$ cat src/common/prot_params.svh
// Constants for the cell protection sequencer: timebase, delays,
// register indices, bit positions and bus answers.
// Assumes inclusion by bare name from any design file.
`ifndef CELL_PROT_PARAMS_SVH
`define CELL_PROT_PARAMS_SVH

// Timebase
`define CLK_PERIOD_NS 10
// Qualification delays in ns
`define T_OVERV_NS    1000000
`define T_UNDERV_NS   1000000
`define T_OVERI_NS    10000
`define T_SHORT_NS    1000

// Register indices; byte address is four times the index
`define IDX_PROT      6'h00
`define IDX_STAT      6'h01
`define IDX_SPEC      6'h08

// Protection register bits
`define PB_OVERV      7
`define PB_UNDERV     6
`define PB_OVERI      4
`define PB_CHGSW      3
`define PB_DISSW      2
`define PB_CHGEN      1
`define PB_DISEN      0
// Status register bits
`define SB_ACTIVE     0
`define SB_TEST       1
`define SB_RECOV      2
// Special feature register bits
`define FB_PWRSW      7
`define FB_HOT        0

// AXI responses
`define RESP_OKAY     2'h0
`define RESP_DECERR   2'h3

`endif

$ cat src/common/prot_pkg.sv
// Types shared by the cell protection sequencer.
// Assumes nothing beyond a SystemVerilog compiler.
package prot_pkg;

    // Power modes, one-hot
    typedef enum logic [1:0] {
        MODE_SLEEP  = 2'b01,
        MODE_ACTIVE = 2'b10
    } mode_t;

    // Comparator and sense inputs
    typedef struct packed {
        logic above_ovt;  // Cell above overvoltage threshold
        logic below_uvt;  // Cell below undervoltage threshold
        logic below_dep;  // Cell below depletion threshold
        logic below_cet;  // Cell below charge-enable threshold
        logic drop_high;  // Switch drop above overcurrent threshold
        logic chgr_seen;  // Pack above cell plus charger margin
        logic pack_back;  // Pack above cell minus overcurrent margin
        logic too_hot;    // Die above temperature limit
        logic pwr_sw_n;   // Power-switch sense, low when closed
    } cmp_t;

endpackage

$ cat src/common/qual_if.sv
// Link between the sequencer and one delay qualifier.
// Assumes both ends run on the same clock.
`timescale 1ns/1ps
interface qual_if;
    logic cond;
    logic bypass;
    logic fired;
    modport ctl (output cond, output bypass, input fired);
    modport tmr (input cond, input bypass, output fired);
endinterface

$ cat src/core/cell_protect.sv
// Protection sequencer for one lithium cell with an AXI4-Lite register port.
// Assumes comparator results arrive asynchronously and switch drivers follow
// the control outputs directly.
//
// Summary of operation
// - Two power modes, active and sleep; monitoring runs continuously while active.
// - Sleep stops monitoring and holds both switch controls off.
// - Waking restarts monitoring; switches turn on only if no fault forbids.
// - Wake on power-switch sense closed or pack above cell plus charger margin.
// - Never enter active while the cell is at or below depletion.
// - Overvoltage past its delay turns charge off, sets flag, keeps discharge.
// - Charge returns when cell below charge-enable or switch drop high.
// - Overvoltage qualification delay is zero on the sleep-to-active step.
// - Undervoltage past its delay turns both off, sets flag, enters sleep.
// - After undervoltage, switches return only with cell above limit and charger.
// - Depletion past short delay turns both off, sets overcurrent flag, until pack recovers.
// - After a short, once above depletion, enable test current and recovery path.
// - Overcurrent past its delay turns both off, sets flag, starts test current.
// - Overtemperature turns both off at once; on again after cool and cleared flag.
// - Fault flags stay set until the host clears them.
// - Allow bits force switches off at zero; set to one on wake.
//
// Chosen here: the AXI4-Lite interface to the registers and the register offsets.
`timescale 1ns/1ps
`include "prot_params.svh"
module cell_protect #(
    parameter int OVD_CYC = `T_OVERV_NS / `CLK_PERIOD_NS,
    parameter int UVD_CYC = `T_UNDERV_NS / `CLK_PERIOD_NS,
    parameter int OCD_CYC = `T_OVERI_NS / `CLK_PERIOD_NS,
    parameter int SCD_CYC = `T_SHORT_NS / `CLK_PERIOD_NS
) (
    input  wire logic          aclk,
    input  wire logic          aresetn,
    input  wire prot_pkg::cmp_t cmp_in,
    input  wire logic [7:0]    s_axi_awaddr,
    input  wire logic          s_axi_awvalid,
    output logic               s_axi_awready,
    input  wire logic [31:0]   s_axi_wdata,
    input  wire logic [3:0]    s_axi_wstrb,
    input  wire logic          s_axi_wvalid,
    output logic               s_axi_wready,
    output logic [1:0]         s_axi_bresp,
    output logic               s_axi_bvalid,
    input  wire logic          s_axi_bready,
    input  wire logic [7:0]    s_axi_araddr,
    input  wire logic          s_axi_arvalid,
    output logic               s_axi_arready,
    output logic [31:0]        s_axi_rdata,
    output logic [1:0]         s_axi_rresp,
    output logic               s_axi_rvalid,
    input  wire logic          s_axi_rready,
    output logic               charge_switch_ctrl,
    output logic               discharge_switch_ctrl,
    output logic               test_pullup_current,
    output logic               recovery_charge_en
);
    typedef struct packed {
        prot_pkg::mode_t mode;
        prot_pkg::cmp_t  sync1;
        prot_pkg::cmp_t  sync2;
        logic            waking;
        logic            over_voltage_flag;
        logic            under_voltage_flag;
        logic            over_current_flag;
        logic            over_temp_flag;
        logic            pwr_sw_flag;
        logic            charge_allow_bit;
        logic            discharge_allow_bit;
        logic            hv_hold;
        logic            fault_hold;
        logic            dep_hold;
        logic            lv_hold;
        logic            chg_sw;
        logic            dis_sw;
        logic            tst;
        logic            rec;
        logic            awready;
        logic            wready;
        logic            aw_got;
        logic            w_got;
        logic [5:0]      waddr;
        logic [7:0]      wbyte;
        logic            wlane;
        logic            bvalid;
        logic [1:0]      bresp;
        logic            arready;
        logic            rvalid;
        logic [1:0]      rresp;
        logic [31:0]     rdata;
    } st_t;

    st_t st_ff;
    st_t nxt_st;

    qual_if hv_q ();
    qual_if lv_q ();
    qual_if oc_q ();
    qual_if sc_q ();

    prot_pkg::cmp_t s;
    logic           active;
    logic           wr_do;
    logic           wr_prot;
    logic           wr_spec;
    logic [5:0]     rd_idx;

    assign s       = st_ff.sync2;
    assign active  = (st_ff.mode == prot_pkg::MODE_ACTIVE);
    assign wr_do   = st_ff.aw_got && st_ff.w_got && !st_ff.bvalid;
    assign wr_prot = wr_do && st_ff.wlane && (st_ff.waddr == `IDX_PROT);
    assign wr_spec = wr_do && st_ff.wlane && (st_ff.waddr == `IDX_SPEC);
    assign rd_idx  = s_axi_araddr[7:2];

    assign hv_q.cond   = active && s.above_ovt;
    assign hv_q.bypass = st_ff.waking;
    assign lv_q.cond   = active && s.below_uvt && !s.below_dep;
    assign lv_q.bypass = 1'b0;
    assign oc_q.cond   = active && s.drop_high;
    assign oc_q.bypass = 1'b0;
    assign sc_q.cond   = active && s.below_dep;
    assign sc_q.bypass = 1'b0;

    // Delay qualifiers
    qual_timer #(.LIMIT(OVD_CYC)) u_hv (.aclk(aclk), .aresetn(aresetn), .q(hv_q));
    qual_timer #(.LIMIT(UVD_CYC)) u_lv (.aclk(aclk), .aresetn(aresetn), .q(lv_q));
    qual_timer #(.LIMIT(OCD_CYC)) u_oc (.aclk(aclk), .aresetn(aresetn), .q(oc_q));
    qual_timer #(.LIMIT(SCD_CYC)) u_sc (.aclk(aclk), .aresetn(aresetn), .q(sc_q));

    // Next state: sync, bus, host writes, then hardware events (set wins)
    always_comb begin
        nxt_st        = st_ff;
        nxt_st.sync1  = cmp_in;
        nxt_st.sync2  = st_ff.sync1;
        nxt_st.waking = 1'b0;

        // Write address and data taken in either order
        if (s_axi_awvalid && st_ff.awready) begin
            nxt_st.aw_got = 1'b1;
            nxt_st.waddr  = s_axi_awaddr[7:2];
        end
        if (s_axi_wvalid && st_ff.wready) begin
            nxt_st.w_got = 1'b1;
            nxt_st.wbyte = s_axi_wdata[7:0];
            nxt_st.wlane = s_axi_wstrb[0];
        end
        if (st_ff.bvalid && s_axi_bready) begin
            nxt_st.bvalid = 1'b0;
        end
        if (wr_do) begin
            nxt_st.aw_got = 1'b0;
            nxt_st.w_got  = 1'b0;
            nxt_st.bvalid = 1'b1;
            nxt_st.bresp  = (st_ff.waddr == `IDX_PROT || st_ff.waddr == `IDX_STAT
                             || st_ff.waddr == `IDX_SPEC) ? `RESP_OKAY : `RESP_DECERR;
        end
        if (wr_prot) begin
            nxt_st.over_voltage_flag   = st_ff.wbyte[`PB_OVERV];
            nxt_st.under_voltage_flag  = st_ff.wbyte[`PB_UNDERV];
            nxt_st.over_current_flag   = st_ff.wbyte[`PB_OVERI];
            nxt_st.charge_allow_bit    = st_ff.wbyte[`PB_CHGEN];
            nxt_st.discharge_allow_bit = st_ff.wbyte[`PB_DISEN];
        end
        if (wr_spec) begin
            nxt_st.pwr_sw_flag    = st_ff.wbyte[`FB_PWRSW];
            nxt_st.over_temp_flag = st_ff.wbyte[`FB_HOT];
        end

        // Read channel
        if (st_ff.rvalid && s_axi_rready) begin
            nxt_st.rvalid = 1'b0;
        end
        if (s_axi_arvalid && st_ff.arready) begin
            nxt_st.rvalid = 1'b1;
            nxt_st.rdata  = '0;
            nxt_st.rresp  = `RESP_OKAY;
            unique case (rd_idx)
                `IDX_PROT: begin
                    nxt_st.rdata[`PB_OVERV]  = st_ff.over_voltage_flag;
                    nxt_st.rdata[`PB_UNDERV] = st_ff.under_voltage_flag;
                    nxt_st.rdata[`PB_OVERI]  = st_ff.over_current_flag;
                    nxt_st.rdata[`PB_CHGSW]  = st_ff.chg_sw;
                    nxt_st.rdata[`PB_DISSW]  = st_ff.dis_sw;
                    nxt_st.rdata[`PB_CHGEN]  = st_ff.charge_allow_bit;
                    nxt_st.rdata[`PB_DISEN]  = st_ff.discharge_allow_bit;
                end
                `IDX_STAT: begin
                    nxt_st.rdata[`SB_ACTIVE] = active;
                    nxt_st.rdata[`SB_TEST]   = st_ff.tst;
                    nxt_st.rdata[`SB_RECOV]  = st_ff.rec;
                end
                `IDX_SPEC: begin
                    nxt_st.rdata[`FB_PWRSW] = st_ff.pwr_sw_flag;
                    nxt_st.rdata[`FB_HOT]   = st_ff.over_temp_flag;
                end
                default: begin
                    nxt_st.rresp = `RESP_DECERR;
                end
            endcase
        end

        // Power-switch closure clears its flag in any mode
        if (!s.pwr_sw_n) begin
            nxt_st.pwr_sw_flag = 1'b0;
        end

        // Mode sequencing
        unique case (st_ff.mode)
            prot_pkg::MODE_SLEEP: begin
                // wake sources; refused at depletion; after undervoltage
                if ((!s.pwr_sw_n || s.chgr_seen) && !s.below_dep
                    && (!st_ff.lv_hold || (s.chgr_seen && !s.below_uvt))) begin
                    nxt_st.mode                = prot_pkg::MODE_ACTIVE;
                    nxt_st.waking              = 1'b1;
                    nxt_st.lv_hold             = 1'b0;
                    nxt_st.charge_allow_bit    = 1'b1;
                    nxt_st.discharge_allow_bit = 1'b1;
                end
            end
            prot_pkg::MODE_ACTIVE: begin
                if (lv_q.fired) begin
                    nxt_st.mode               = prot_pkg::MODE_SLEEP;
                    nxt_st.under_voltage_flag = 1'b1;
                    nxt_st.lv_hold            = 1'b1;
                end
            end
        endcase

        if (hv_q.fired) begin
            nxt_st.over_voltage_flag = 1'b1;
            nxt_st.hv_hold           = 1'b1;
        end else if (st_ff.hv_hold && (s.below_cet || s.drop_high)) begin
            nxt_st.hv_hold = 1'b0;
        end

        if (oc_q.fired || sc_q.fired) begin
            nxt_st.over_current_flag = 1'b1;
            nxt_st.fault_hold        = 1'b1;
            nxt_st.dep_hold          = st_ff.dep_hold || sc_q.fired;
        end else if (st_ff.fault_hold && s.pack_back) begin
            nxt_st.fault_hold = 1'b0;
            nxt_st.dep_hold   = 1'b0;
        end

        if (active && s.too_hot) begin
            nxt_st.over_temp_flag = 1'b1;
        end

        // test current after an overcurrent or a short; recovery path after a short or below charge-enable
        nxt_st.tst = active && nxt_st.fault_hold && !(nxt_st.dep_hold && s.below_dep);
        nxt_st.rec = active && ((nxt_st.dep_hold && !s.below_dep) || s.below_cet);

        // sleep forces off; conditional switch on
        nxt_st.chg_sw = active && !st_ff.waking && nxt_st.charge_allow_bit
                        && !nxt_st.hv_hold && !nxt_st.fault_hold
                        && !nxt_st.over_temp_flag && !s.too_hot;
        nxt_st.dis_sw = active && nxt_st.discharge_allow_bit && !nxt_st.fault_hold
                        && !nxt_st.over_temp_flag && !s.too_hot;

        // Ready outputs registered from the next occupancy
        nxt_st.awready = !nxt_st.aw_got && !nxt_st.bvalid;
        nxt_st.wready  = !nxt_st.w_got && !nxt_st.bvalid;
        nxt_st.arready = !nxt_st.rvalid;
    end

    // State register with synchronous reset
    always_ff @(posedge aclk) begin
        if (!aresetn) begin
            st_ff                     <= '0;
            st_ff.mode                <= prot_pkg::MODE_SLEEP;
            st_ff.sync1.pwr_sw_n      <= 1'b1;
            st_ff.sync2.pwr_sw_n      <= 1'b1;
            st_ff.under_voltage_flag  <= 1'b1;
            st_ff.over_current_flag   <= 1'b1;
            st_ff.pwr_sw_flag         <= 1'b1;
            st_ff.charge_allow_bit    <= 1'b1;
            st_ff.discharge_allow_bit <= 1'b1;
        end else begin
            st_ff <= nxt_st;
        end
    end

    // Outputs straight from the state register
    assign s_axi_awready         = st_ff.awready;
    assign s_axi_wready          = st_ff.wready;
    assign s_axi_bvalid          = st_ff.bvalid;
    assign s_axi_bresp           = st_ff.bresp;
    assign s_axi_arready         = st_ff.arready;
    assign s_axi_rvalid          = st_ff.rvalid;
    assign s_axi_rresp           = st_ff.rresp;
    assign s_axi_rdata           = st_ff.rdata;
    assign charge_switch_ctrl    = st_ff.chg_sw;
    assign discharge_switch_ctrl = st_ff.dis_sw;
    assign test_pullup_current   = st_ff.tst;
    assign recovery_charge_en    = st_ff.rec;
endmodule

$ cat src/core/qual_timer.sv
// Delay qualifier: fires once its condition has held past the limit.
// Assumes a synchronous condition on the same clock.
`timescale 1ns/1ps
module qual_timer #(
    parameter int LIMIT = 1
) (
    input  wire logic aclk,
    input  wire logic aresetn,
    qual_if.tmr       q
);
    localparam int W = $clog2(LIMIT + 1);

    typedef struct packed {
        logic [W-1:0] cnt;
        logic         fired;
    } qst_t;

    qst_t st_ff;
    qst_t nxt_st;

    // Count while the condition holds, restart when it drops
    always_comb begin
        nxt_st = st_ff;
        if (!q.cond) begin
            nxt_st.cnt   = '0;
            nxt_st.fired = 1'b0;
        end else if (q.bypass) begin
            nxt_st.fired = 1'b1;
        end else if (st_ff.cnt == W'(LIMIT)) begin
            nxt_st.fired = 1'b1;
        end else begin
            nxt_st.cnt = W'(st_ff.cnt + 1'b1);
        end
    end

    always_ff @(posedge aclk) begin
        if (!aresetn) begin
            st_ff <= '0;
        end else begin
            st_ff <= nxt_st;
        end
    end

    assign q.fired = st_ff.fired;
endmodule

$ cat config.mk
export PLATFORM = sky130hd
export DESIGN_NAME = cell_protect
export DESIGN_NICKNAME = d
export VERILOG_FILES = /design/src/common/prot_pkg.sv /design/src/common/qual_if.sv /design/src/core/cell_protect.sv /design/src/core/qual_timer.sv
export VERILOG_INCLUDE_DIRS = /design/src /design/src/common
export SDC_FILE = /design/constraint.sdc
export NUM_CORES = 1
export LEC_CHECK = 0
export ABC_AREA = 1
export ABC_CLOCK_PERIOD_IN_PS = 3000
export CORE_MARGIN = 1.5
export CORE_UTILIZATION = 55
export DETAILED_ROUTE_END_ITERATION = 12
export DONT_BUFFER_PORTS = 1
export MAX_ROUTING_LAYER = met4
export PLACE_DENSITY_LB_ADDON = 0.12
export SETUP_SLACK_MARGIN = 0.05
export SKIP_LAST_GASP = 1
export SLEW_MARGIN = 20
export SYNTH_ARGS = -nofsm -noshare
export SYNTH_HDL_FRONTEND = slang
export SYNTH_SLANG_ARGS = --single-unit
$ cat constraint.sdc
create_clock -name aclk -period 3 [get_ports aclk]
set_clock_uncertainty 0.2 [all_clocks]
set_input_delay 0.6 -clock aclk [delete_from_list [all_inputs] [get_ports aclk]]
set_output_delay 0.6 -clock aclk [all_outputs]
set_load 0.05 [all_outputs]
==> results of run 1 <==
==> report_power, final <==
part	leakage [nW]	total (mW)	internal [mW]	switching, mW
sequential	0.968	1.70	1.63	0.0721
clock	0.261	1.84	1.14	0.702
combinational	1.27	0.194	0.0454	0.149
total	2.50	3.73	2.81	0.923
==> cell usage in the layout (no fill, tap or decap), types with 4 or more instances in the layout <==
cell type | synthesis | final
nor3_1 | 16 | 16
or2_2 | 4 | 4
a21oi_1 | 56 | 56
conb_1 | 1 | 25
nand4_1 | 20 | 20
nor2_1 | 95 | 95
xor2_1 | 9 | 9
dfxtp_1 | 119 | 119
nand2_1 | 154 | 154
nand3_1 | 37 | 37
dlygate4sd3_1 | 0 | 11
o21ai_0 | 45 | 45
clkbuf_16 | 0 | 16
inv_1 | 111 | 111
ha_1 | 8 | 8
nor2_2 | 5 | 5
==> logic make-up after synthesis <==
logic type      synth area share
other cells             0.000693
simple gates               0.268
xor+xnor                  0.0194
compound gates             0.111
fa+ha+maj                 0.0185
flops                      0.440
buf+inv                    0.143
==> metrics by stage <==
| step | setup slack [ns] | std cells | hold slack [ns] | area, µm² | power [mW] |
|---|---|---|---|---|---|
| floorplan | 1.30 | 778 | 0.190 | 5500 | 1.93 |
| global placement | 1.08 | 866 | 0.203 | 5340 | 1.90 |
| detailed placement | 1.07 | 866 | 0.201 | 5340 | 1.91 |
| CTS | 0.711 | 908 | 0.0153 | 6000 | 3.76 |
| global route | 0.679 | 908 | 0.0115 | 6000 | 3.88 |
| finish | 0.724 | 908 | 0.0287 | 6000 | 3.73 |
==> final cells by class <==
type	count	area, µm²
Clock buffer	21	449
Tap cell	133	166
Sequential cell	119	2380
Fill cell	883	3640
Clock inverter	10	97.6
Timing Repair Buffer	13	125
Inverter	114	428
Multi-Input combinational cell	498	2350
==> state kept, by name (all words and copies together) (netlist names), 7 cells and up <==
| name | cells |
|---|---|
| u_sc.st_ff | 7 |
| u_oc.st_ff | 10 |
| u_lv.st_ff | 17 |
| s_axi_rdata | 7 |
| u_hv.st_ff | 17 |
| s | 9 |
| st_ff | 27 |
| nxt_st | 9 |
==> path summary, 6_finish.rpt <==
kind | slack (ns) | from | cells after the start | endpoint
worst max-delay path | 0.72 | s_axi_bresp[0] | 0 | s_axi_bresp[1]
worst min-delay path | 0.03 | aresetn | 2 | st_ff[53]
worst max register to register | 1.05 | u_hv.st_ff[1] | 7 | u_hv.st_ff[12]
worst min register to register | 0.21 | nxt_st[75] | 2 | s[1]
==> metal layers <==
metal  track usage  up-vias  wire (µm)
met4        0.0759        0        121
met1         0.259     2009       4880
li1              -     2346          -
met3        0.0622       12        532
met2         0.361      105       5020
met5             -        -          0
==> what timing repair did <==
action	in CTS	in global routing
hold buffers	11	0
resized for setup	0	0
hold endpoints to repair	20	0
==> run_results.csv, run 1 <==
group,metric,value,unit
worst_setup_path,crit_fanout,3,
clock_tree,root_buffer,"clkbuf_8",
clock_tree,clkLatencyLatePin,0.51,ns
sta,worst_pin_slew,0.970,ns
sta,maxSlewHeadroom,0.352,
cells_and_area,post-route-util,0.622,
logic_synthesis,synthTopCellsByCount,"154 x nand2_1, 119 x dfxtp_1, 111 x inv_1",
place,dp_hpwl,7.39,mm
logic_synthesis,postSynth.asyncResetShare,0,
worst_setup_path,cp-end-kind,"output pin",
outcome,status,"complete, no violations",
die,rows,36,
logic_synthesis,synth_most_common_cell,"nand2_1",
detailed_routing,ant_nets,0,
logic_synthesis,syn_area_per_cell,7.18,µm²
pwr,irDropWorstVdd,0.324,mV
flow_run,cap_viol_max_count,0,
detailed_routing,routed_wirelength,10.6,mm
sta,maxSlewViolCount,0,
place,place_congestion,0.859,
die,fp.coreArea,0.00964,mm²
clock_tree,cts_buffers,17,
detailed_routing,vias_per_cell,4.93,
sta,fin_crit_sh,0.759,
logic_synthesis,synthTopCellsByArea,"dfxtp_1 44%, nand2_1 11%, inv_1 7.7%, nor2_1 6.6%, buf_4 5.3%",
sta,setup_viol,0,
cells_and_area,layout.nets,839,
detailed_routing,wl_per_cell,11.6,µm
clock_tree,cts_tree,"yes",
global_route,grt_pass1_vias,4008,
die,die_h,102,µm
global_route,grt_max_degree,29,
pwr,p_leak,2.50,nW
global_route,grt_pass1_wl,17.5,mm
cells_and_area,syn_to_final_growth,10.8,%
clock_tree,clockBufferDepth,2,
global_route,antenna_found_initial,0,
die,io_pins,113,
logic_synthesis,synth_area,0.00541,mm²
worst_setup_path,worstPathArrival,1.48,ns
global_route,track_usage,0.220,
logic_synthesis,synth_top_area_frac,0.440,
place,port_buffers,0,
detailed_routing,via_count,4472,
die,start_util,0.562,
logic_synthesis,synthFlopType,"dfxtp_1",
sta,finalHoldViolations,0,
sta,fin_crit,2.28,ns
cells_and_area,num_antenna_cells,0,
logic_synthesis,syn_inst,754,
clock_tree,h-tree-depth,4,
sta,clock.fmax,439,MHz
logic_synthesis,synth_cell_types,34,
cells_and_area,layout-drive-gt1-share,0.0632,
clock_tree,clkSinkCount,119,
logic_synthesis,ys_warn_count,0,
sta,rsz0062_at_grt,"false",
sta,tns,0,ns
detailed_routing,drt_pre_antenna_iters,5,
die,die_w,102,µm
logic_synthesis,yosysSeqAreaShare,0.440,
worst_hold_path,hp-class,"in -> reg",
clock_tree,post_cts_buffers,0,
worst_setup_path,cp-start-kind,"register",
pwr,power.density,622,mW/mm²
logic_synthesis,ys_ff_latch,119,
worst_setup_path,worstPathRequired,2.20,ns
clock_tree,clkSlewWorstSetupHoldPaths,0.06,ns
global_route,grt_overflow,0,
logic_synthesis,yosysTopAreaCell,"dfxtp_1",
detailed_routing,drc,0,
detailed_routing,drt_iter0_drc,158,
worst_setup_path,worstSetupPathType,"reg -> out",
logic_synthesis,synth_edf_count,0,
die,die_area,0.0104,mm²
No activity file was read; power rests on OpenSTA's default activity.
==> inputs of run 2 (changes only) <==
- ABC_CLOCK_PERIOD_IN_PS: 3000 -> 2100
- clock period: 3 -> 2.1 ns (I/O delays scaled with it)
==> run_results.csv, run 2 (same netlist as run 1, synthesis figures left out) <==
group,metric,value,unit
place,port_buffers,0,
global_route,grt_overflow,0,
detailed_routing,wl_per_cell,11.2,µm
global_route,grt_pass1_wl,17.6,mm
die,start_util,0.562,
die,die_area,0.0104,mm²
cells_and_area,final_common_cell,"nand2_1",
pwr,power.density,864,mW/mm²
cells_and_area,post-route-util,0.647,
die,rows,36,
global_route,grt_use_met2,0.341,
sta,maxSlewHeadroom,0.641,
detailed_routing,routed_wirelength,10.4,mm
worst_setup_path,worstSetupPathType,"in -> reg",
detailed_routing,vias_per_cell,4.90,
cells_and_area,mostFrequentLayoutCells,"154 x nand2_1, 119 x dfxtp_1, 111 x inv_1, 95 x nor2_1, 56 x a21oi_1",
worst_hold_path,worstHoldStart,"s_axi_araddr[2]",
cells_and_area,regMostFlops,"st_ff",
place,dpl_cell_area,0.00539,mm²
detailed_routing,drc,0,
sta,worst_pin_slew,0.538,ns
worst_setup_path,cpMaxStageDelayCell,"dlygate4sd3_1",
sta,finalHoldViolations,0,
clock_tree,clkSinkCount,119,
worst_hold_path,hp-class,"in -> reg",
worst_setup_path,crit_path_max_incr_delay,0.61,ns
clock_tree,cts_tree,"yes",
sta,tns,0,ns
clock_tree,h-tree-depth,4,
detailed_routing,drt_iter0_drc,121,
sta,fin_crit,1.89,ns
pwr,finalPower,5.39,mW
sta,clock.fmax,528,MHz
outcome,status,"complete, no violations",
global_route,grt_busiest_layer,"met2",
worst_setup_path,cp-end-kind,"register",
detailed_routing,via_count,4562,
worst_setup_path,path_common_cell,"inv_2",
die,io_pins,113,
place,placedCellCount,873,
flow_run,cap_viol_max_count,0,
cells_and_area,layout-drive-gt1-share,0.0677,
worst_setup_path,worstPathArrival,2.13,ns
global_route,track_usage,0.221,
place,dpl_worst_slack,0.370,ns
pwr,p_leak,2.63,nW
global_route,grt_max_degree,46,
clock_tree,root_buffer,"clkbuf_8",
cells_and_area,num-fill-cells,854,
worst_setup_path,cp-start-kind,"input pin",
worst_setup_path,setup.worst_path.start,"aresetn",
global_route,antenna_found_initial,0,
place,dp_hpwl,7.34,mm
global_route,grtUsageMet3,0.0540,
sta,maxSlewViolCount,0,
clock_tree,clkSlewWorstSetupHoldPaths,0.05,ns
global_route,grt_pass1_vias,4119,
sta,layout_setup_ws,0.205,ns
detailed_routing,drt_pre_antenna_iters,4,
cells_and_area,layout.nets,864,
worst_setup_path,reg2reg_from,"u_lv.st_ff[1]",
sta,whs,0.0402,ns
worst_setup_path,cp_cell_sequence,"dlygate4sd3_1 -> buf_12 -> inv_2 -> nor2_4 -> nand3_2 -> inv_2 -> o21ai_0 -> a21oi_1",
worst_setup_path,worstPathRequired,2.33,ns
die,die_h,102,µm
die,fp.coreArea,0.00964,mm²
cells_and_area,syn_to_final_growth,15.3,%
cells_and_area,reg.largest.list,"st_ff: 27 flops, u_hv.st_ff: 17 flops, u_lv.st_ff: 17 flops",
clock_tree,cts_buffers,17,
sta,fin_crit_sh,0.902,
cells_and_area,num_antenna_cells,0,
cells_and_area,largest_reg_flops,27,
clock_tree,clockBufferDepth,2,
sta,setup_viol,0,
global_route,use_met1,0.271,
detailed_routing,ant_nets,0,
worst_setup_path,crit_fanout,45,
cells_and_area,design_area,0.00624,mm²
clock_tree,clkLatencyLatePin,0.51,ns
die,die_w,102,µm
place,place_congestion,0.915,
cells_and_area,final_cells,931,
pwr,irDropWorstVdd,0.500,mV
sta,rsz0062_at_grt,"false",
==> run 2: path summary, 6_finish.rpt <==
check	endpoint	depth (start not counted)	slack, ns
max	u_lv.st_ff[15]	8	0.21
min	s_axi_rdata[1]	4	0.04
max reg2reg	u_lv.st_ff[17]	9	0.30
min reg2reg	s[1]	2	0.20
==> run 2: cell type report <==
| class | count | area [µm²] | area share |
|---|---|---|---|
| multi-input combinational | 498 | 2350 | 0.376 |
| inverter | 114 | 428 | 0.0686 |
| sequential | 119 | 2380 | 0.382 |
| tap | 133 | 166 | 0.0267 |
| timing repair buffer | 38 | 368 | 0.0589 |
| clock inverter | 3 | 40.0 | 0.00642 |
| clock buffer | 26 | 508 | 0.0814 |
==> run 2: report_power, final <==
part / internal [mW] / switching, mW / total (mW) / leakage, nW
registers: 2.32 / 0.0692 / 2.39 / 0.968
clock network: 1.73 / 0.905 / 2.64 / 0.273
logic: 0.0997 / 0.261 / 0.360 / 1.39
==> run 2: repair_timing <==
item	in CTS	in global routing
hold endpoints to repair	53	0
setup buffers	0	0
endpoints found under the setup margin	0	0
gates resized for setup	0	0
hold buffers	29	0
==> run 2: critical path, delay by kind of cell <==
family                 cells  cell delay, ns
buffers and inverters      4            1.13
AND/OR/NAND/NOR            2            0.31
AO/OA/AOI/OAI              2            0.26
==> run 2: layer usage <==
layer  wire (µm)  part of all wire
met1        4780              0.46
met2        4900              0.47
met3         566             0.054
met4         174             0.017
met5           0                 0
==> inputs of run 3 (changes only) <==
- ABC_CLOCK_PERIOD_IN_PS: 2100 -> 2300
- clock period: 2.1 -> 2.3 ns (I/O delays scaled with it)
==> run_results.csv, run 3 (same netlist as run 1, synthesis figures left out) <==
group,metric,value,unit
sta,setup_viol,0,
worst_setup_path,reg2reg_to,"st_ff[67]",
worst_hold_path,hp-class,"in -> reg",
worst_setup_path,r2r_cells,9,
cells_and_area,mostFrequentLayoutCells,"154 x nand2_1, 119 x dfxtp_1, 111 x inv_1, 94 x nor2_1, 56 x a21oi_1",
sta,clock.fmax,483,MHz
place,place_congestion,0.914,
worst_hold_path,hold_path_depth,4,
clock_tree,clkSinkCount,119,
worst_setup_path,worstSetupPathType,"reg -> reg",
worst_setup_path,cpMaxStageDelayCell,"dlygate4sd3_1",
detailed_routing,drt_pre_antenna_iters,5,
detailed_routing,routed_wirelength,10.5,mm
clock_tree,root_buffer,"clkbuf_8",
worst_setup_path,worstPathArrival,2.28,ns
pwr,power.density,843,mW/mm²
sta,maxSlewHeadroom,0.640,
pwr,finalPower,5.31,mW
detailed_routing,drt_iter0_drc,119,
cells_and_area,num_antenna_cells,0,
sta,worst_pin_slew,0.539,ns
worst_setup_path,cp-start-kind,"register",
clock_tree,cts_buffers,17,
clock_tree,post_cts_buffers,0,
global_route,grt_pass1_wl,17.4,mm
worst_setup_path,cp-end-kind,"register",
die,io_pins,113,
pwr,p_leak,2.64,nW
sta,fin_crit_sh,0.900,
die,die_w,102,µm
global_route,track_usage,0.218,
die,die_h,102,µm
sta,finalHoldViolations,0,
worst_hold_path,worstHoldStart,"s_axi_araddr[2]",
worst_setup_path,path_common_cell,"nand2_1",
worst_setup_path,reg2reg_slack,0.23,ns
cells_and_area,syn_to_final_growth,16.4,%
cells_and_area,regMostFlops,"st_ff",
clock_tree,h-tree-depth,4,
global_route,grt_max_degree,45,
place,dp_hpwl,7.32,mm
worst_setup_path,reg2reg_from,"st_ff[52]",
global_route,grt_overflow,0,
cells_and_area,layout.nets,861,
worst_setup_path,cp_cell_sequence,"nor2_1 -> nand3_1 -> nor2_2 -> inv_1 -> nand2_1 -> nand2_1 -> nor2_1 -> nand2_1 -> dlygate4sd3_1",
clock_tree,clkSlewWorstSetupHoldPaths,0.06,ns
cells_and_area,layout-drive-gt1-share,0.0664,
die,die_area,0.0104,mm²
worst_setup_path,crit_fanout,4,
clock_tree,clkLatencyLatePin,0.52,ns
worst_setup_path,worstPathRequired,2.51,ns
cells_and_area,reg.largest.list,"st_ff: 27 flops, u_hv.st_ff: 17 flops, u_lv.st_ff: 17 flops",
sta,maxSlewViolCount,0,
detailed_routing,vias_per_cell,4.89,
place,port_buffers,0,
sta,rsz0062_at_grt,"false",
worst_hold_path,hold_end,"s_axi_rdata[2]",
detailed_routing,ant_nets,0,
sta,tns,0,ns
detailed_routing,wl_per_cell,11.3,µm
die,rows,36,
global_route,antenna_found_initial,0,
global_route,grt_pass1_vias,4120,
clock_tree,cts_tree,"yes",
sta,fin_crit,2.07,ns
flow_run,cap_viol_max_count,0,
pwr,irDropWorstVdd,0.601,mV
cells_and_area,largest_reg_flops,27,
die,fp.coreArea,0.00964,mm²
die,start_util,0.562,
detailed_routing,via_count,4555,
detailed_routing,drc,0,
worst_setup_path,crit_path_max_incr_delay,0.55,ns
outcome,status,"complete, no violations",
cells_and_area,final_common_cell,"nand2_1",
clock_tree,clockBufferDepth,2,
==> run 3: cell count changes in the layout (fill, tap and decap cells not counted) <==
cell / previous run / this run
clkbuf_8: 7 / 3
clkinv_4: 0 / 1
buf_4: 9 / 6
nor2_1: 95 / 94
nor2_2: 5 / 6
clkbuf_1: 3 / 5
bufinv_16: 1 / 5
==> run 3: per-layer routing <==
metal	up-vias	GRT usage	part of all wire
li1	2393	-	-
met1	2040	0.253	0.46
met2	104	0.363	0.47
met3	18	0.0568	0.046
met4	0	0.0822	0.015
met5	-	-	0
==> run 3: how the worst max path moves through the flow <==
| stage | end | from | slack [ns] |
|---|---|---|---|
| 2_1_floorplan | st_ff[66] | s_axi_bvalid | 0.68 |
| 3_3_place_gp | u_hv.st_ff[15] | u_hv.st_ff[1] | 0.50 |
| 3_5_place_dp | u_hv.st_ff[16] | u_hv.st_ff[1] | 0.45 |
| 4_1_cts | st_ff[67] | st_ff[52] | 0.17 |
| 5_1_grt | st_ff[67] | st_ff[52] | 0.10 |
| 6_report | st_ff[67] | st_ff[52] | 0.23 |
==> run 3: through the flow <==
step / hold WS, ns / cells / area [µm²] / util / worst slack, ns
6_report: 0.0362 / 931 / 6300 / 0.654 / 0.230
5_1_grt: 0.0307 / 931 / 6300 / 0.654 / 0.103
4_1_cts: 0.0151 / 931 / 6300 / 0.654 / 0.169
3_5_place_dp: 0.200 / 870 / 5370 / 0.557 / 0.447
3_3_place_gp: 0.202 / 870 / 5370 / 0.557 / 0.500
2_1_floorplan: 0.190 / 778 / 5500 / - / 0.681
==> run 3: repair_timing <==
action	CTS	global route
endpoints found under the hold margin	52	0
hold buffers	29	0
endpoints found under the setup margin	0	1
resized for setup	0	1
==> run 3: power breakdown <==
| group | total [mW] | internal (mW) | leakage [nW] | switching, mW |
|---|---|---|---|---|
| combinational | 0.307 | 0.0846 | 1.37 | 0.223 |
| sequential | 2.20 | 2.12 | 0.968 | 0.0774 |
| clock | 2.81 | 1.92 | 0.307 | 0.881 |
| total | 5.31 | 4.13 | 2.64 | 1.18 |
==> run 3: cell type report <==
| cell class | instances | area (µm²) |
|---|---|---|
| multi-input cells | 498 | 2350 |
| flip-flops and latches | 119 | 2380 |
| fillers | 844 | 3340 |
| repair buffers | 35 | 345 |
| inverters | 114 | 428 |
| well taps | 133 | 166 |
| clock inverters | 8 | 169 |
| clock buffers | 24 | 460 |
==> run 3: worst max-delay path: cells and delay by family (launching register included) <==
kind,cells,cell delay (ns)
buf+inv,2,0.67
flops,1,0.31
simple gates,7,0.79
